`src/logic/fcdma_pkg.sv`:
```
// Constants, types and helper functions of the four-channel DMA controller.
package fcdma_pkg;

	localparam int NUM_CH = 4;
	localparam int ADDR_W = 32;
	localparam int DATA_W = 32;
	localparam int CNT_W = 24;
	localparam int BUF_BYTES = 16;

	// Operand size codes.
	localparam logic [1:0] SZ_LONG = 2'h0;
	localparam logic [1:0] SZ_BYTE = 2'h1;
	localparam logic [1:0] SZ_WORD = 2'h2;
	localparam logic [1:0] SZ_LINE = 2'h3;

	// Bus attribute codes.
	localparam logic [1:0] TT_IDLE = 2'h0;
	localparam logic [1:0] TT_DMA = 2'h1;
	localparam logic [1:0] TM_NOACK = 2'h0;
	localparam logic [1:0] TM_CH0 = 2'h1;
	localparam logic [1:0] TM_CH1 = 2'h2;

	// Termination kinds.
	localparam logic [1:0] END_OK = 2'h0;
	localparam logic [1:0] END_BUS = 2'h1;
	localparam logic [1:0] END_CFG = 2'h2;

	// Reset values.
	localparam logic [ADDR_W-1:0] RST_ADDR = 32'h0;
	localparam logic [CNT_W-1:0] RST_COUNT = 24'h0;
	localparam logic [1:0] RST_PIN_SYNC = 2'h3;

	typedef enum logic [1:0] {
		ST_IDLE = 2'h0,
		ST_READ = 2'h1,
		ST_WRITE = 2'h3,
		ST_FINISH = 2'h2
	} fcdma_state_t;

	typedef struct packed {
		logic extReqEn;
		logic singleAddressSelect;
		logic ackLastOnly;
		logic continuous;
		logic srcInc;
		logic dstInc;
		logic onChipPeer;
		logic [1:0] srcSize;
		logic [1:0] dstSize;
	} fcdma_cfg_t;

	typedef struct packed {
		logic busy;
		logic done;
		logic busErr;
		logic cfgErr;
		logic [CNT_W-1:0] count;
	} fcdma_stat_t;

	typedef struct packed {
		logic req;
		logic write;
		logic [1:0] size;
		logic [ADDR_W-1:0] addr;
		logic [DATA_W-1:0] wdata;
	} fcdma_bus_t;

	// Bytes in one operand of the given size.
	function automatic logic [4:0] opBytes(input logic [1:0] sz);
		case (sz)
			SZ_BYTE: opBytes = 5'h01;
			SZ_WORD: opBytes = 5'h02;
			SZ_LINE: opBytes = 5'h10;
			default: opBytes = 5'h04;
		endcase
	endfunction

	// Bytes moved by one bus beat; a line goes as longword beats.
	function automatic logic [2:0] beatBytes(input logic [1:0] sz);
		case (sz)
			SZ_BYTE: beatBytes = 3'h1;
			SZ_WORD: beatBytes = 3'h2;
			default: beatBytes = 3'h4;
		endcase
	endfunction

endpackage

```
`src/logic/fcdma_buffer.sv`:
```
// Sixteen-byte staging buffer between the read and write phases.
`timescale 1ns/100ps
module fcdma_buffer
	import fcdma_pkg::*;
(
	input wire logic ref_clk, // Clock.
	input wire logic ce, // Clock enable.
	input wire logic wrEn, // Store one beat.
	input wire logic [3:0] wrOff, // Byte offset of the beat.
	input wire logic [2:0] wrBytes, // Bytes in the beat.
	input wire logic [DATA_W-1:0] wrData, // Beat data, low bytes first.
	input wire logic [3:0] rdOff, // Byte offset to read.
	output logic [DATA_W-1:0] rdData // Four bytes from the offset.
);

	logic [7:0] mem [BUF_BYTES];

	// Stores the valid bytes of a beat; offsets wrap inside the buffer.
	always_ff @(posedge ref_clk) begin
		if (ce && wrEn) begin
			for (int b = 0; b < 4; b++) begin
				if (3'(b) < wrBytes) begin
					mem[4'(wrOff + 4'(b))] <= wrData[8*b +: 8];
				end
			end
		end
	end

	// Gathers four bytes for the write phase.
	for (genvar g = 0; g < 4; g++) begin : g_rd
		assign rdData[8*g +: 8] = mem[4'(rdOff + 4'(g))];
	end

endmodule // fcdma_buffer

```
`src/logic/fcdma_arbiter.sv`:
```
// Round-robin arbiter that grants a channel only at a transfer boundary.
`timescale 1ns/100ps
module fcdma_arbiter
	import fcdma_pkg::*;
(
	input wire logic ref_clk, // Clock.
	input wire logic rstn, // Synchronous reset, active low.
	input wire logic ce, // Clock enable.
	input wire logic [NUM_CH-1:0] want, // Channels asking for service.
	input wire logic boundary, // Engine idle between operands.
	output logic grant, // One-cycle grant strobe.
	output logic [1:0] grantCh // Granted channel.
);

	logic [1:0] last_ff;
	logic found;
	logic [1:0] pick;
	logic [1:0] idx;

	// Searches from the channel after the last winner.
	always_comb begin
		found = 1'b0;
		pick = last_ff;
		idx = last_ff;
		for (int k = 1; k <= NUM_CH; k++) begin
			idx = 2'(last_ff + 2'(k));
			if (!found && want[idx]) begin
				found = 1'b1;
				pick = idx;
			end
		end
	end

	// A grant is only possible while the engine sits at a boundary.
	assign grant = boundary & found;
	assign grantCh = pick;

	// Remembers the winner for fairness.
	always_ff @(posedge ref_clk) begin
		if (!rstn) begin
			last_ff <= 2'h3;
		end else if (ce && grant) begin
			last_ff <= pick;
		end
	end

endmodule // fcdma_arbiter

```
`src/logic/fcdma_top.sv`:
```
// Four-channel DMA controller: request logic, channel state and transfer engine.
`timescale 1ns/100ps
module fcdma_top
	import fcdma_pkg::*;
(
	input wire logic ref_clk, // Clock, 250 MHz.
	input wire logic rstn, // Synchronous reset, active low.
	input wire logic ce, // Clock enable; low freezes all state.
	input wire logic [1:0] extDmaRequestN, // Request pins of channels 0 and 1.
	input wire logic [1:0] pinAssignmentReg, // 1 selects the request function.
	output logic [1:0] parallelPortBit, // Pin level when used as port bit.
	input wire logic [1:0] uartIrq, // Serial-port interrupts for channels 2, 3.
	input wire logic countWidthSelect, // 1 keeps 24 count bits, 0 keeps 16.
	input wire fcdma_cfg_t [NUM_CH-1:0] channelControlReg, // Live control.
	input wire logic [NUM_CH-1:0] startPulse, // Software start strobes.
	input wire logic loadStb, // Load pointers and count.
	input wire logic [1:0] loadChan, // Channel to load.
	input wire logic [ADDR_W-1:0] sourceAddressReg, // Source pointer value.
	input wire logic [ADDR_W-1:0] destinationAddressReg, // Destination value.
	input wire logic [CNT_W-1:0] byteCountReg, // Byte count value.
	input wire logic [NUM_CH-1:0] clrStatus, // Clear done and error flags.
	output fcdma_stat_t [NUM_CH-1:0] chanStatus, // Per-channel status.
	output fcdma_bus_t busOut, // Bus request, address and data.
	input wire logic [DATA_W-1:0] busRdata, // Read data, low bytes first.
	input wire logic busAck, // Beat finished.
	input wire logic busErr, // Beat failed; valid with busAck.
	output logic [1:0] busTransferType, // Transfer type code.
	output logic [2:0] busTransferModifier // Transfer modifier code.
);

	//--------------------------------------------------------------
	// Declarations
	//--------------------------------------------------------------
	logic [1:0] extS1_ff, extS2_ff, extPrev_ff, uartPrev_ff;
	logic [NUM_CH-1:0] reqEdge, hwReq, want, grantOh, finOh;
	logic [NUM_CH-1:0] reqPend_ff, contRun_ff, done_ff, busErrF_ff, cfgErrF_ff;
	logic [NUM_CH-1:0] nxt_reqPend, nxt_contRun, nxt_done, nxt_busErrF, nxt_cfgErrF;
	logic [NUM_CH-1:0] doneSet, busy;
	logic [ADDR_W-1:0] srcAddr_ff [NUM_CH];
	logic [ADDR_W-1:0] dstAddr_ff [NUM_CH];
	logic [CNT_W-1:0] count_ff [NUM_CH];
	fcdma_state_t state_ff, nxt_state;
	fcdma_bus_t bus_ff, nxt_bus;
	logic [1:0] ch_ff, nxt_ch, sSize_ff, nxt_sSize, dSize_ff, nxt_dSize;
	logic [1:0] endKind_ff, nxt_endKind;
	logic single_ff, nxt_single;
	logic [4:0] rdOff_ff, nxt_rdOff, wrOff_ff, nxt_wrOff;
	logic [2:0] attr_ff, nxt_attr, attrNow;
	logic grant, boundary, bufWr, srcAdv, dstAdv, cntDec, isLast;
	logic [1:0] grantCh, tmAck;
	logic [2:0] beatS, beatD;
	logic [4:0] opS, opD, opLen, rdNext, wrNext;
	logic [DATA_W-1:0] bufRd;
	logic [CNT_W-1:0] cntNow, cntAfter, loadCnt;
	fcdma_cfg_t cfgCh;

	//--------------------------------------------------------------
	// Request inputs
	//--------------------------------------------------------------
	// Two-stage synchroniser for the request pins; idle level is high.
	always_ff @(posedge ref_clk) begin
		if (!rstn) begin
			extS1_ff <= RST_PIN_SYNC;
			extS2_ff <= RST_PIN_SYNC;
			extPrev_ff <= RST_PIN_SYNC;
			uartPrev_ff <= 2'h0;
		end else if (ce) begin
			extS1_ff <= extDmaRequestN;
			extS2_ff <= extS1_ff;
			extPrev_ff <= extS2_ff;
			uartPrev_ff <= uartIrq;
		end
	end

	// Falling edge of a request pin asks for one operand; pins held high stay quiet.
	assign reqEdge[1:0] = extPrev_ff & ~extS2_ff & pinAssignmentReg;
	// Channels 2 and 3 are requested by the rising serial-port interrupt.
	assign reqEdge[3:2] = uartIrq & ~uartPrev_ff;
	// A pin given to the parallel port shows its level, otherwise reads high.
	assign parallelPortBit = extS2_ff | pinAssignmentReg;

	// Hardware requests count only where the channel enables them.
	for (genvar g = 0; g < NUM_CH; g++) begin : g_hw
		assign hwReq[g] = reqEdge[g] & channelControlReg[g].extReqEn;
		assign want[g] = (count_ff[g] != RST_COUNT) & (reqPend_ff[g] | contRun_ff[g]);
		assign busy[g] = want[g] | ((state_ff != ST_IDLE) & (ch_ff == 2'(g)));
		assign chanStatus[g] = '{busy[g], done_ff[g], busErrF_ff[g], cfgErrF_ff[g],
			count_ff[g]};
	end

	//--------------------------------------------------------------
	// Arbitration and operand sizing
	//--------------------------------------------------------------
	assign boundary = (state_ff == ST_IDLE);

	fcdma_arbiter u_arb (
		.ref_clk (ref_clk),
		.rstn (rstn),
		.ce (ce),
		.want (want),
		.boundary (boundary),
		.grant (grant),
		.grantCh (grantCh)
	);

	// Operand length is the wider of the two sides, or the source size in single-address mode; each side beats at its own width.
	assign beatS = beatBytes(sSize_ff);
	assign beatD = beatBytes(dSize_ff);
	assign opS = opBytes(sSize_ff);
	assign opD = opBytes(dSize_ff);
	assign opLen = single_ff ? opS : ((opS > opD) ? opS : opD);
	assign rdNext = 5'(rdOff_ff + {2'h0, beatS});
	assign wrNext = 5'(wrOff_ff + {2'h0, beatD});
	assign cfgCh = channelControlReg[ch_ff];
	assign cntNow = count_ff[ch_ff];
	assign isLast = (cntNow <= {19'h0, opLen});

	// Acknowledge code names channel 0 or 1; ack-last-only hides it until the end.
	assign tmAck = (ch_ff == 2'h0) ? TM_CH0 : ((ch_ff == 2'h1) ? TM_CH1 : TM_NOACK);
	assign attrNow = {(cfgCh.ackLastOnly && !isLast) ? TM_NOACK : tmAck,
		single_ff};

	//--------------------------------------------------------------
	// Transfer engine
	//--------------------------------------------------------------
	// Each beat is issued with req high and retired on busAck.
	always_comb begin
		nxt_state = state_ff;
		nxt_bus = bus_ff;
		nxt_ch = ch_ff;
		nxt_sSize = sSize_ff;
		nxt_dSize = dSize_ff;
		nxt_single = single_ff;
		nxt_endKind = endKind_ff;
		nxt_rdOff = rdOff_ff;
		nxt_wrOff = wrOff_ff;
		nxt_attr = attr_ff;
		bufWr = 1'b0;
		srcAdv = 1'b0;
		dstAdv = 1'b0;
		case (state_ff)
			ST_IDLE: begin
				if (grant) begin
					nxt_ch = grantCh;
					nxt_sSize = channelControlReg[grantCh].srcSize;
					nxt_dSize = channelControlReg[grantCh].dstSize;
					nxt_single = channelControlReg[grantCh].singleAddressSelect;
					nxt_rdOff = 5'h0;
					nxt_wrOff = 5'h0;
					nxt_endKind = END_OK;
					nxt_state = ST_READ;
					// On-chip peers cannot take single-address cycles.
					if (channelControlReg[grantCh].singleAddressSelect &&
						channelControlReg[grantCh].onChipPeer) begin
						nxt_endKind = END_CFG;
						nxt_state = ST_FINISH;
					end
				end
			end
			ST_READ: begin
				if (!bus_ff.req) begin
					nxt_bus.req = 1'b1;
					nxt_bus.write = 1'b0;
					nxt_bus.addr = srcAddr_ff[ch_ff];
					nxt_bus.size = sSize_ff;
					nxt_attr = attrNow;
				end else if (busAck) begin
					nxt_bus.req = 1'b0;
					if (busErr) begin
						nxt_endKind = END_BUS;
						nxt_state = ST_FINISH;
					end else begin
						srcAdv = 1'b1;
						bufWr = !single_ff;
						nxt_rdOff = rdNext;
						if (rdNext >= opLen) begin
							nxt_state = single_ff ? ST_FINISH : ST_WRITE;
						end
					end
				end
			end
			ST_WRITE: begin
				if (!bus_ff.req) begin
					nxt_bus.req = 1'b1;
					nxt_bus.write = 1'b1;
					nxt_bus.addr = dstAddr_ff[ch_ff];
					nxt_bus.size = dSize_ff;
					nxt_bus.wdata = bufRd;
					nxt_attr = attrNow;
				end else if (busAck) begin
					nxt_bus.req = 1'b0;
					if (busErr) begin
						nxt_endKind = END_BUS;
						nxt_state = ST_FINISH;
					end else begin
						dstAdv = 1'b1;
						nxt_wrOff = wrNext;
						if (wrNext >= opLen) begin
							nxt_state = ST_FINISH;
						end
					end
				end
			end
			ST_FINISH: begin
				nxt_state = ST_IDLE;
			end
			default: begin
				nxt_state = ST_IDLE;
				nxt_bus.req = 1'b0;
			end
		endcase
	end

	// Engine registers.
	always_ff @(posedge ref_clk) begin
		if (!rstn) begin
			state_ff <= ST_IDLE;
			bus_ff <= '0;
			ch_ff <= 2'h0;
			sSize_ff <= SZ_LONG;
			dSize_ff <= SZ_LONG;
			single_ff <= 1'b0;
			endKind_ff <= END_OK;
			rdOff_ff <= 5'h0;
			wrOff_ff <= 5'h0;
			attr_ff <= 3'h0;
		end else if (ce) begin
			state_ff <= nxt_state;
			bus_ff <= nxt_bus;
			ch_ff <= nxt_ch;
			sSize_ff <= nxt_sSize;
			dSize_ff <= nxt_dSize;
			single_ff <= nxt_single;
			endKind_ff <= nxt_endKind;
			rdOff_ff <= nxt_rdOff;
			wrOff_ff <= nxt_wrOff;
			attr_ff <= nxt_attr;
		end
	end

	fcdma_buffer u_buf (
		.ref_clk (ref_clk),
		.ce (ce),
		.wrEn (bufWr),
		.wrOff (rdOff_ff[3:0]),
		.wrBytes (beatS),
		.wrData (busRdata),
		.rdOff (wrOff_ff[3:0]),
		.rdData (bufRd)
	);

	// Bus outputs; the type code marks every cycle the engine drives.
	assign busOut = bus_ff;
	assign busTransferType = bus_ff.req ? TT_DMA : TT_IDLE;
	assign busTransferModifier = bus_ff.req ? attr_ff : 3'h0;

	//--------------------------------------------------------------
	// Channel termination and flags
	//--------------------------------------------------------------
	assign finOh = (state_ff == ST_FINISH) ? (4'h1 << ch_ff) : 4'h0;
	assign grantOh = grant ? (4'h1 << grantCh) : 4'h0;
	assign cntDec = (state_ff == ST_FINISH) & (endKind_ff == END_OK);
	assign cntAfter = isLast ? RST_COUNT : CNT_W'(cntNow - {19'h0, opLen});
	// Count zero or any error ends the channel and marks it done.
	assign doneSet = finOh & {NUM_CH{(endKind_ff != END_OK) | (cntAfter == RST_COUNT)}};
	// Set wins over a clear arriving in the same cycle.
	assign nxt_done = (done_ff & ~clrStatus) | doneSet;
	assign nxt_busErrF = (busErrF_ff & ~clrStatus) | (finOh & {NUM_CH{endKind_ff == END_BUS}});
	assign nxt_cfgErrF = (cfgErrF_ff & ~clrStatus) | (finOh & {NUM_CH{endKind_ff == END_CFG}});
	// Each operand consumes the pending request; a new request arriving in the finish cycle is kept.
	assign nxt_reqPend = (reqPend_ff & ~finOh) | startPulse | hwReq;
	// Continuous channels keep running from their grant until done.
	assign nxt_contRun = (contRun_ff & ~doneSet) | (grantOh & {
		channelControlReg[3].continuous, channelControlReg[2].continuous,
		channelControlReg[1].continuous, channelControlReg[0].continuous});
	assign loadCnt = countWidthSelect ? byteCountReg : {8'h0, byteCountReg[15:0]};

	// Flag registers.
	always_ff @(posedge ref_clk) begin
		if (!rstn) begin
			reqPend_ff <= 4'h0;
			contRun_ff <= 4'h0;
			done_ff <= 4'h0;
			busErrF_ff <= 4'h0;
			cfgErrF_ff <= 4'h0;
		end else if (ce) begin
			reqPend_ff <= nxt_reqPend;
			contRun_ff <= nxt_contRun;
			done_ff <= nxt_done;
			busErrF_ff <= nxt_busErrF;
			cfgErrF_ff <= nxt_cfgErrF;
		end
	end

	// Per-channel pointers and count; a software load wins over engine updates.
	always_ff @(posedge ref_clk) begin
		for (int i = 0; i < NUM_CH; i++) begin
			if (!rstn) begin
				srcAddr_ff[i] <= RST_ADDR;
				dstAddr_ff[i] <= RST_ADDR;
				count_ff[i] <= RST_COUNT;
			end else if (ce && loadStb && loadChan == 2'(i)) begin
				srcAddr_ff[i] <= sourceAddressReg;
				dstAddr_ff[i] <= destinationAddressReg;
				count_ff[i] <= loadCnt;
			end else if (ce && ch_ff == 2'(i)) begin
				if (srcAdv && cfgCh.srcInc) begin
					srcAddr_ff[i] <= ADDR_W'(srcAddr_ff[i] + {29'h0, beatS});
				end
				if (dstAdv && cfgCh.dstInc) begin
					dstAddr_ff[i] <= ADDR_W'(dstAddr_ff[i] + {29'h0, beatD});
				end
				if (cntDec) begin
					count_ff[i] <= cntAfter;
				end
			end
		end
	end

endmodule // fcdma_top

```
`config.mk`:
```
export PLATFORM = sky130hd
export DESIGN_NAME = fcdma_top
export DESIGN_NICKNAME = d
export VERILOG_FILES = /design/src/logic/fcdma_pkg.sv /design/src/logic/fcdma_buffer.sv /design/src/logic/fcdma_arbiter.sv /design/src/logic/fcdma_top.sv
export SDC_FILE = /design/constraint.sdc
export NUM_CORES = 2
export LEC_CHECK = 0
export BUFFER_PORTS_ARGS = -buffer_cell sky130_fd_sc_hd__buf_2
export CAP_MARGIN = 20
export CORE_MARGIN = 1.5
export CORE_UTILIZATION = 65
export DETAILED_ROUTE_END_ITERATION = 7
export PLACE_DENSITY = 0.86
export SYNTH_ARGS = -nofsm -noshare
export SYNTH_HDL_FRONTEND = slang
export SYNTH_HIERARCHICAL = 1
export SYNTH_SLANG_ARGS = --single-unit
export TNS_END_PERCENT = 5
```
`constraint.sdc`:
```
create_clock -name ref_clk -period 11.4 [get_ports ref_clk]
set_input_delay 1.14 -clock ref_clk [delete_from_list [all_inputs] [get_ports ref_clk]]
set_output_delay 1.14 -clock ref_clk [all_outputs]
set_load 0.01 [all_outputs]
```
After elaboration in Yosys (flattened, before gate mapping)
Memory sizes are Yosys's and may differ from the RTL's. A register that Yosys moved wholly into a read port is not among the register bits.
Index checks and enable logic that the tools add are counted.
{"block": "classes", "addsub": 20, "magnitude_cmp": 14, "n_eq_ne": 31, "n_shift": 2, "n_mux": 184, "bitwise_logic": 72, "reduce_logical": 48}
{"op": "two-way mux 32 bit", "count": 16}
{"op": "adder 32 x 3 -> 32 bit", "count": 8}
{"op": "two-way mux 24 bit", "count": 10}
{"op": "two-way mux 1 bit", "count": 97}
{"op": "nonzero test 24 bit", "count": 4}
{"op": "one-hot mux 36 bit (2 select lines)", "count": 1}
{"op": "two-way mux 67 bit", "count": 1}
{"op": "two-way mux 2 bit", "count": 28}
{"op": "two-way mux 5 bit", "count": 9}
{"op": "binary-select mux 11 bit (select 2 bit)", "count": 2}
{"op": "bitwise AND 4 bit", "count": 9}
{"op": "two-way mux 35 bit", "count": 1}
{"op": "bitwise OR 1 bit", "count": 33}
{"op": "one-hot mux 5 bit (3 select lines)", "count": 2}
{"op": "<= comparator 24 x 5 -> 1 bit", "count": 1}
{"op": "zero test 24 bit", "count": 1}
{"op": "bitwise OR 4 bit", "count": 6}
{"op": "subtractor 24 x 5 -> 24 bit", "count": 1}
{"op": "equality test 2 bit (second input constant)", "count": 11}
{"op": "one-hot mux 5 bit (2 select lines)", "count": 2}
{"op": "logical AND 1 bit", "count": 18}
{"op": "< comparator 2 x 3 -> 1 bit (second input constant)", "count": 6}
{"op": "inequality test 2 bit (second input constant)", "count": 9}
{"op": "AND reduction 6 bit", "count": 3}
{"op": "other kinds (35)", "count": 92}
{"block": "totals", "ff_bits": 122, "ram_bits": 480, "in_bits": 187, "wordCells": 399, "n_memories": 4}
{"memory": "dstAddr_ff", "words": 4, "width": 32, "read_ports": 5, "rd_clocked_by_memory_dff": 1, "write_ports": 4, "line_no": "fcdma_top.sv:40", "source": "logic [ADDR_W-1:0] dstAddr_ff [NUM_CH];"}
{"memory": "srcAddr_ff", "words": 4, "width": 32, "read_ports": 5, "rd_clocked_by_memory_dff": 1, "write_ports": 4, "line_no": "fcdma_top.sv:39", "source": "logic [ADDR_W-1:0] srcAddr_ff [NUM_CH];"}
{"memory": "u_buf.mem", "words": 16, "width": 8, "read_ports": 4, "rd_clocked_by_memory_dff": 1, "write_ports": 4, "line_no": "fcdma_buffer.sv:16", "source": "logic [7:0] mem [BUF_BYTES];"}
{"memory": "count_ff", "words": 4, "width": 24, "read_ports": 5, "rd_clocked_by_memory_dff": 1, "write_ports": 4, "line_no": "fcdma_top.sv:41", "source": "logic [CNT_W-1:0] count_ff [NUM_CH];"}

Logic depth before layout (Yosys ltp)
An unclocked memory read counts as a cell.
{"block": "logic_depth", "word_depth": 21, "mapped_depth": 20, "ltp_nobuf": 20}

Cells and area by module
The synthesis kept the hierarchy.
{"module": "fcdma_top", "n_inst": 1, "cells_each": 2829, "area_each_um2": 28310.9, "seq_area_each_um2": 13012.5}
{"module": "fcdma_buffer", "n_inst": 1, "cells_each": 1258, "area_each_um2": 13130.1, "seq_area_each_um2": 3843.7}
{"module": "fcdma_arbiter", "n_inst": 1, "cells_each": 24, "area_each_um2": 212.7, "seq_area_each_um2": 40.0}

Worst setup path before layout
Ideal clock, no wire load.
{"block": "synth_path", "path_type": "reg-to-reg", "from": "register (tool-made name)", "to": "register contRun_ff[0]", "arrival_time_ns": 4.918, "required_ns": 11.280, "path_slack_ns": 6.362, "path_stages_with_launch": 18, "path_cell_list": "dfxtp_1 buf_6 buf_8 buf_6 buf_1 buf_1 mux4_2 inv_1 ha_1 inv_1 fa_1 a211o_4 a211o_1 buf_6 o31a_1 nor4_2 nand3_2 o31a_1"}
{"item": "end signal, assigned", "line_no": "fcdma_top.sv:288", "source": "contRun_ff <= nxt_contRun;"}
{"item": "end, declared", "line_no": "fcdma_top.sv:36", "source": "logic [NUM_CH-1:0] reqPend_ff, contRun_ff, done_ff, busErrF_ff, cfgErrF_ff;"}

==> summary.md <==
| Metric | Value |
|---|---|
| Run status | `complete, but fails checks` |
| Failing checks | `DRC` |
| Hold Crit Class | `reg2reg` |
| Initial drt markers | `7416` |
| Fin. Hold Viols | `0` |
| Synthesized cell area | `0.0417 mm2` |
| Antenna-violating nets left | `0` |
| Yosys top cell area share | `34.6%` |
| Routed len/inst | `31.6 um` |
| Clock tree root buffer cell | `clkbuf_16` |
| Crit end category | `register` |
| TNS Setup | `0 ns` |
| Skew-Pair Late Insertion Delay | `0.69 ns` |
| Initial antenna violation count | `20` |
| Hold slack | `0.450 ns` |
| Worst-margin pin slew | `1.19 ns` |
| Htree depth | `2` |
| Vias/cell | `7.53` |
| Final core utilization | `73.0%` |
| Post-CTS Setup Inserts | `0` |
| Max-slew violations | `0` |
| Gr ovfl total | `0` |
| Fillers | `4223` |
| Fmax | `0.185 GHz` |
| Total die area | `0.0656 mm2` |
| Largest net degree at the start of global routing | `112` |
| Data arrival, critical path | `5.77 ns` |
| Global Route Usage Sum | `49.6%` |
| Storage element area | `0.0169 mm2` |
| # rows | `92` |
| Synth warn | `6` |
| DR pass1 iterations | `8` |
| Top Ports | `374` |
| Die Span Y | `256 um` |
| Starting density of the core | `65.9%` |
| Via count | `39600` |
| FFs w/ async S/R, synth | `0%` |
| CTS clk-pin slew, worst paths | `0.07 ns` |
| # port buffers | `370` |
| Footprint of the multi-input gates | `0.0233 mm2` |
| Combinational Power Share | `28.7%` |
| Clock share of power | `31.2%` |
| Share of cells above drive strength 1 | `20.2%` |
| Global-route wire length before repair | `243000 um` |
| Post-CTS sizing | `0` |
| Post-synth EDFFs | `480` |
| Synthesized flop and latch total | `604` |
| Number of global-route vias before repair | `37200` |
| Mapped Cells | `4111` |
| RePlAce Congestion | `1.05` |
| Yosys cell types | `109` |
| CP Max Fanout | `10` |
| Mean post-synth cell area | `10.1 um2` |
| CTS sink cnt | `604` |
| R2R cell count | `16` |
| Final net count | `4602` |
| RSZ-0062 raised after global routing | `false` |
| Internal Pwr Total | `0.00438 W` |
| P&R area growth vs syn | `10.8%` |
| Min Tclk post-route | `5.39 ns` |
| Post-synth net total | `4371` |
| Synth Flop Type | `edfxtp_1` |
| Net Switching | `0.00239 W` |
| CP Class | `reg2reg` |
| Crit share post-route | `47.3%` |
| Switching Fraction | `35.3%` |
| Static leakage | `16.2 nW` |
| CTS tree | `built` |
| Clock Tree Buf Depth | `3` |
| DRC Markers | `1` |
| VDD IR max | `0.122 mV` |
| Power Dens Cells | `147 mW/mm2` |
| MaxCap Viol Count | `0` |
| Hpwl dp | `116000 um` |
| Largest cells by area after synthesis | `edfxtp_1, mux4_2, nand2_1, dfxtp_1, o21ai_0` |
| Die Span X | `256 um` |
| CTS Hold Bufs | `0` |
| Clk_skew | `0.0653 ns` |
| Req. time, crit path | `11.78 ns` |
| CTS Buf Count | `61` |
| Routed wire length | `166000 um` |
| Hold path cells | `2` |
| Seq pwr share | `40.1%` |
| Leading area contributor after synthesis | `edfxtp_1` |
| Final setup fails | `0` |
| Worst slew margin | `19.9%` |
| Crit path launch type | `register` |
| Core area | `0.0632 mm2` |
| Register area share after synthesis | `40.6%` |
-- kinds of logic after synthesis --
logic type / Yosys count / synth area share, %
buffers and inverters: 363 / 3.68
adders and majority gates: 73 / 2.39
AOI/OAI and AO/OA: 916 / 14.6
other: 1 / 0.00900
DFF: 604 / 40.6
xor gates and xnor gates: 271 / 5.75
muxes: 344 / 15.2
and+or+nand+nor: 1539 / 17.9
-- power groups by stage --
stage	clock network [W]	logic (W)	registers (W)
after floorplan	0	0.00127	0.00266
after global placement	0	0.00179	0.00274
after detailed placement	0	0.00182	0.00275
after CTS	0.00208	0.00185	0.00270
after global routing	0.00217	0.00203	0.00273
final	0.00211	0.00194	0.00271
-- final timing paths --
kind / startpoint / end / slack, ns
hold / removal: attr_ff[2] / attr_ff[2] / 0.45
setup reg to reg: dSize_ff[0] / count_ff[2][15] / 6.01
hold reg to reg: attr_ff[2] / attr_ff[2] / 0.45
setup / recovery: dSize_ff[0] / count_ff[2][15] / 6.01
-- state kept, by name (all words and copies together), names as in the netlist, 2 cells and up, named ones only --
| signal | flops |
|---|---|
| extS2_ff | 2 |
| wrOff_ff | 5 |
| rdOff_ff | 5 |
| cfgErrF_ff | 4 |
| dstAddr_ff | 128 |
| reqPend_ff | 4 |
| extS1_ff | 2 |
| extPrev_ff | 2 |
| srcAddr_ff | 128 |
| busErrF_ff | 4 |
| done_ff | 4 |
| u_arb/last_ff | 2 |
| endKind_ff | 2 |
| ch_ff | 2 |
| count_ff | 96 |
| busOut | 68 |
| state_ff | 2 |
| attr_ff | 3 |
| u_buf/mem | 128 |
| uartPrev_ff | 2 |
| dSize_ff | 2 |
| contRun_ff | 4 |
| sSize_ff | 2 |
-- worst max-delay path: stages, from the launching register on --
cell     delay [ns]
dfxtp_1        0.38
inv_1          0.12
ha_1           0.44
inv_1          0.25
and3_1         0.20
o21ai_0        0.14
nand2_1        0.09
a21oi_1        0.31
mux2i_1        0.72
ha_1           0.36
and3b_1        0.21
o31a_1         0.36
or3_1          0.50
or3_1          0.40
o31a_1         0.25
o21ai_1        0.24
o21ai_0        0.13
-- placed cells by master (no fill, tap or decap), types with 28 or more instances in the layout --
cell	Yosys	routed
nand2_1	683	683
edfxtp_1	480	480
buf_2	53	370
o21ai_0	348	347
nor2_1	228	226
mux4_2	225	225
xor2_1	143	141
nand3_1	129	129
xnor2_1	125	124
dfxtp_1	124	120
inv_1	88	89
mux2i_1	89	89
a21oi_1	83	83
buf_4	13	69
clkbuf_16	0	65
nand4_1	63	63
nor2b_1	63	63
ha_1	62	61
a221oi_1	56	56
nor3_1	60	55
and3_1	47	47
nor4_1	48	47
a22o_1	45	45
a21boi_0	45	45
o22ai_1	43	43
a22oi_1	42	42
nor3b_1	40	40
a211oi_1	32	32
a21o_1	31	31
nand2b_1	30	30
mux2_2	29	29
a31oi_1	28	28
a32oi_1	28	28
-- final cells by class --
type / count / area share, %
diodes: 16 / 0.0868
multi-input cells: 3144 / 50.5
inverters: 90 / 0.732
well taps: 846 / 2.29
clock buffers: 80 / 3.76
flip-flops and latches: 604 / 36.6
clock inverters: 36 / 0.775
repair buffers: 441 / 5.25
-- synth_stat cells (53+ instances only) --
| master | instances |
|---|---|
| nor3_1 | 60 |
| a221oi_1 | 56 |
| xor2_1 | 143 |
| nor2_1 | 228 |
| nor2b_1 | 63 |
| nand3_1 | 129 |
| dfxtp_1 | 124 |
| nand4_1 | 63 |
| ha_1 | 62 |
| edfxtp_1 | 480 |
| inv_1 | 88 |
| mux4_2 | 225 |
| buf_2 | 53 |
| a21oi_1 | 83 |
| xnor2_1 | 125 |
| clkbuf_1 | 180 |
| o21ai_0 | 348 |
| nand2_1 | 683 |
| mux2i_1 | 89 |
-- metal layers --
| metal | up-vias | global-route usage (%) | wire, um |
|---|---|---|---|
| li1 | 16000 | - | - |
| met2 | 4109 | 72.4 | 70200 |
| met4 | 12 | 22.1 | 9580 |
| met5 | - | 1.54 | 182 |
| met3 | 768 | 20.7 | 30400 |
| met1 | 18700 | 64.7 | 55900 |
-- per-stage QoR --
stage	std cells	cell area [um2]	worst slack [ns]	power, W
after global routing	5251	46100	5.78	0.00693
after CTS	5240	46100	6.11	0.00664
after floorplan	4111	41700	6.36	0.00393
final	5257	46200	6.01	0.00677
after detailed placement	5124	44000	6.14	0.00457
after global placement	5122	44000	6.14	0.00453
No activity file was read; power rests on OpenSTA's default activity.
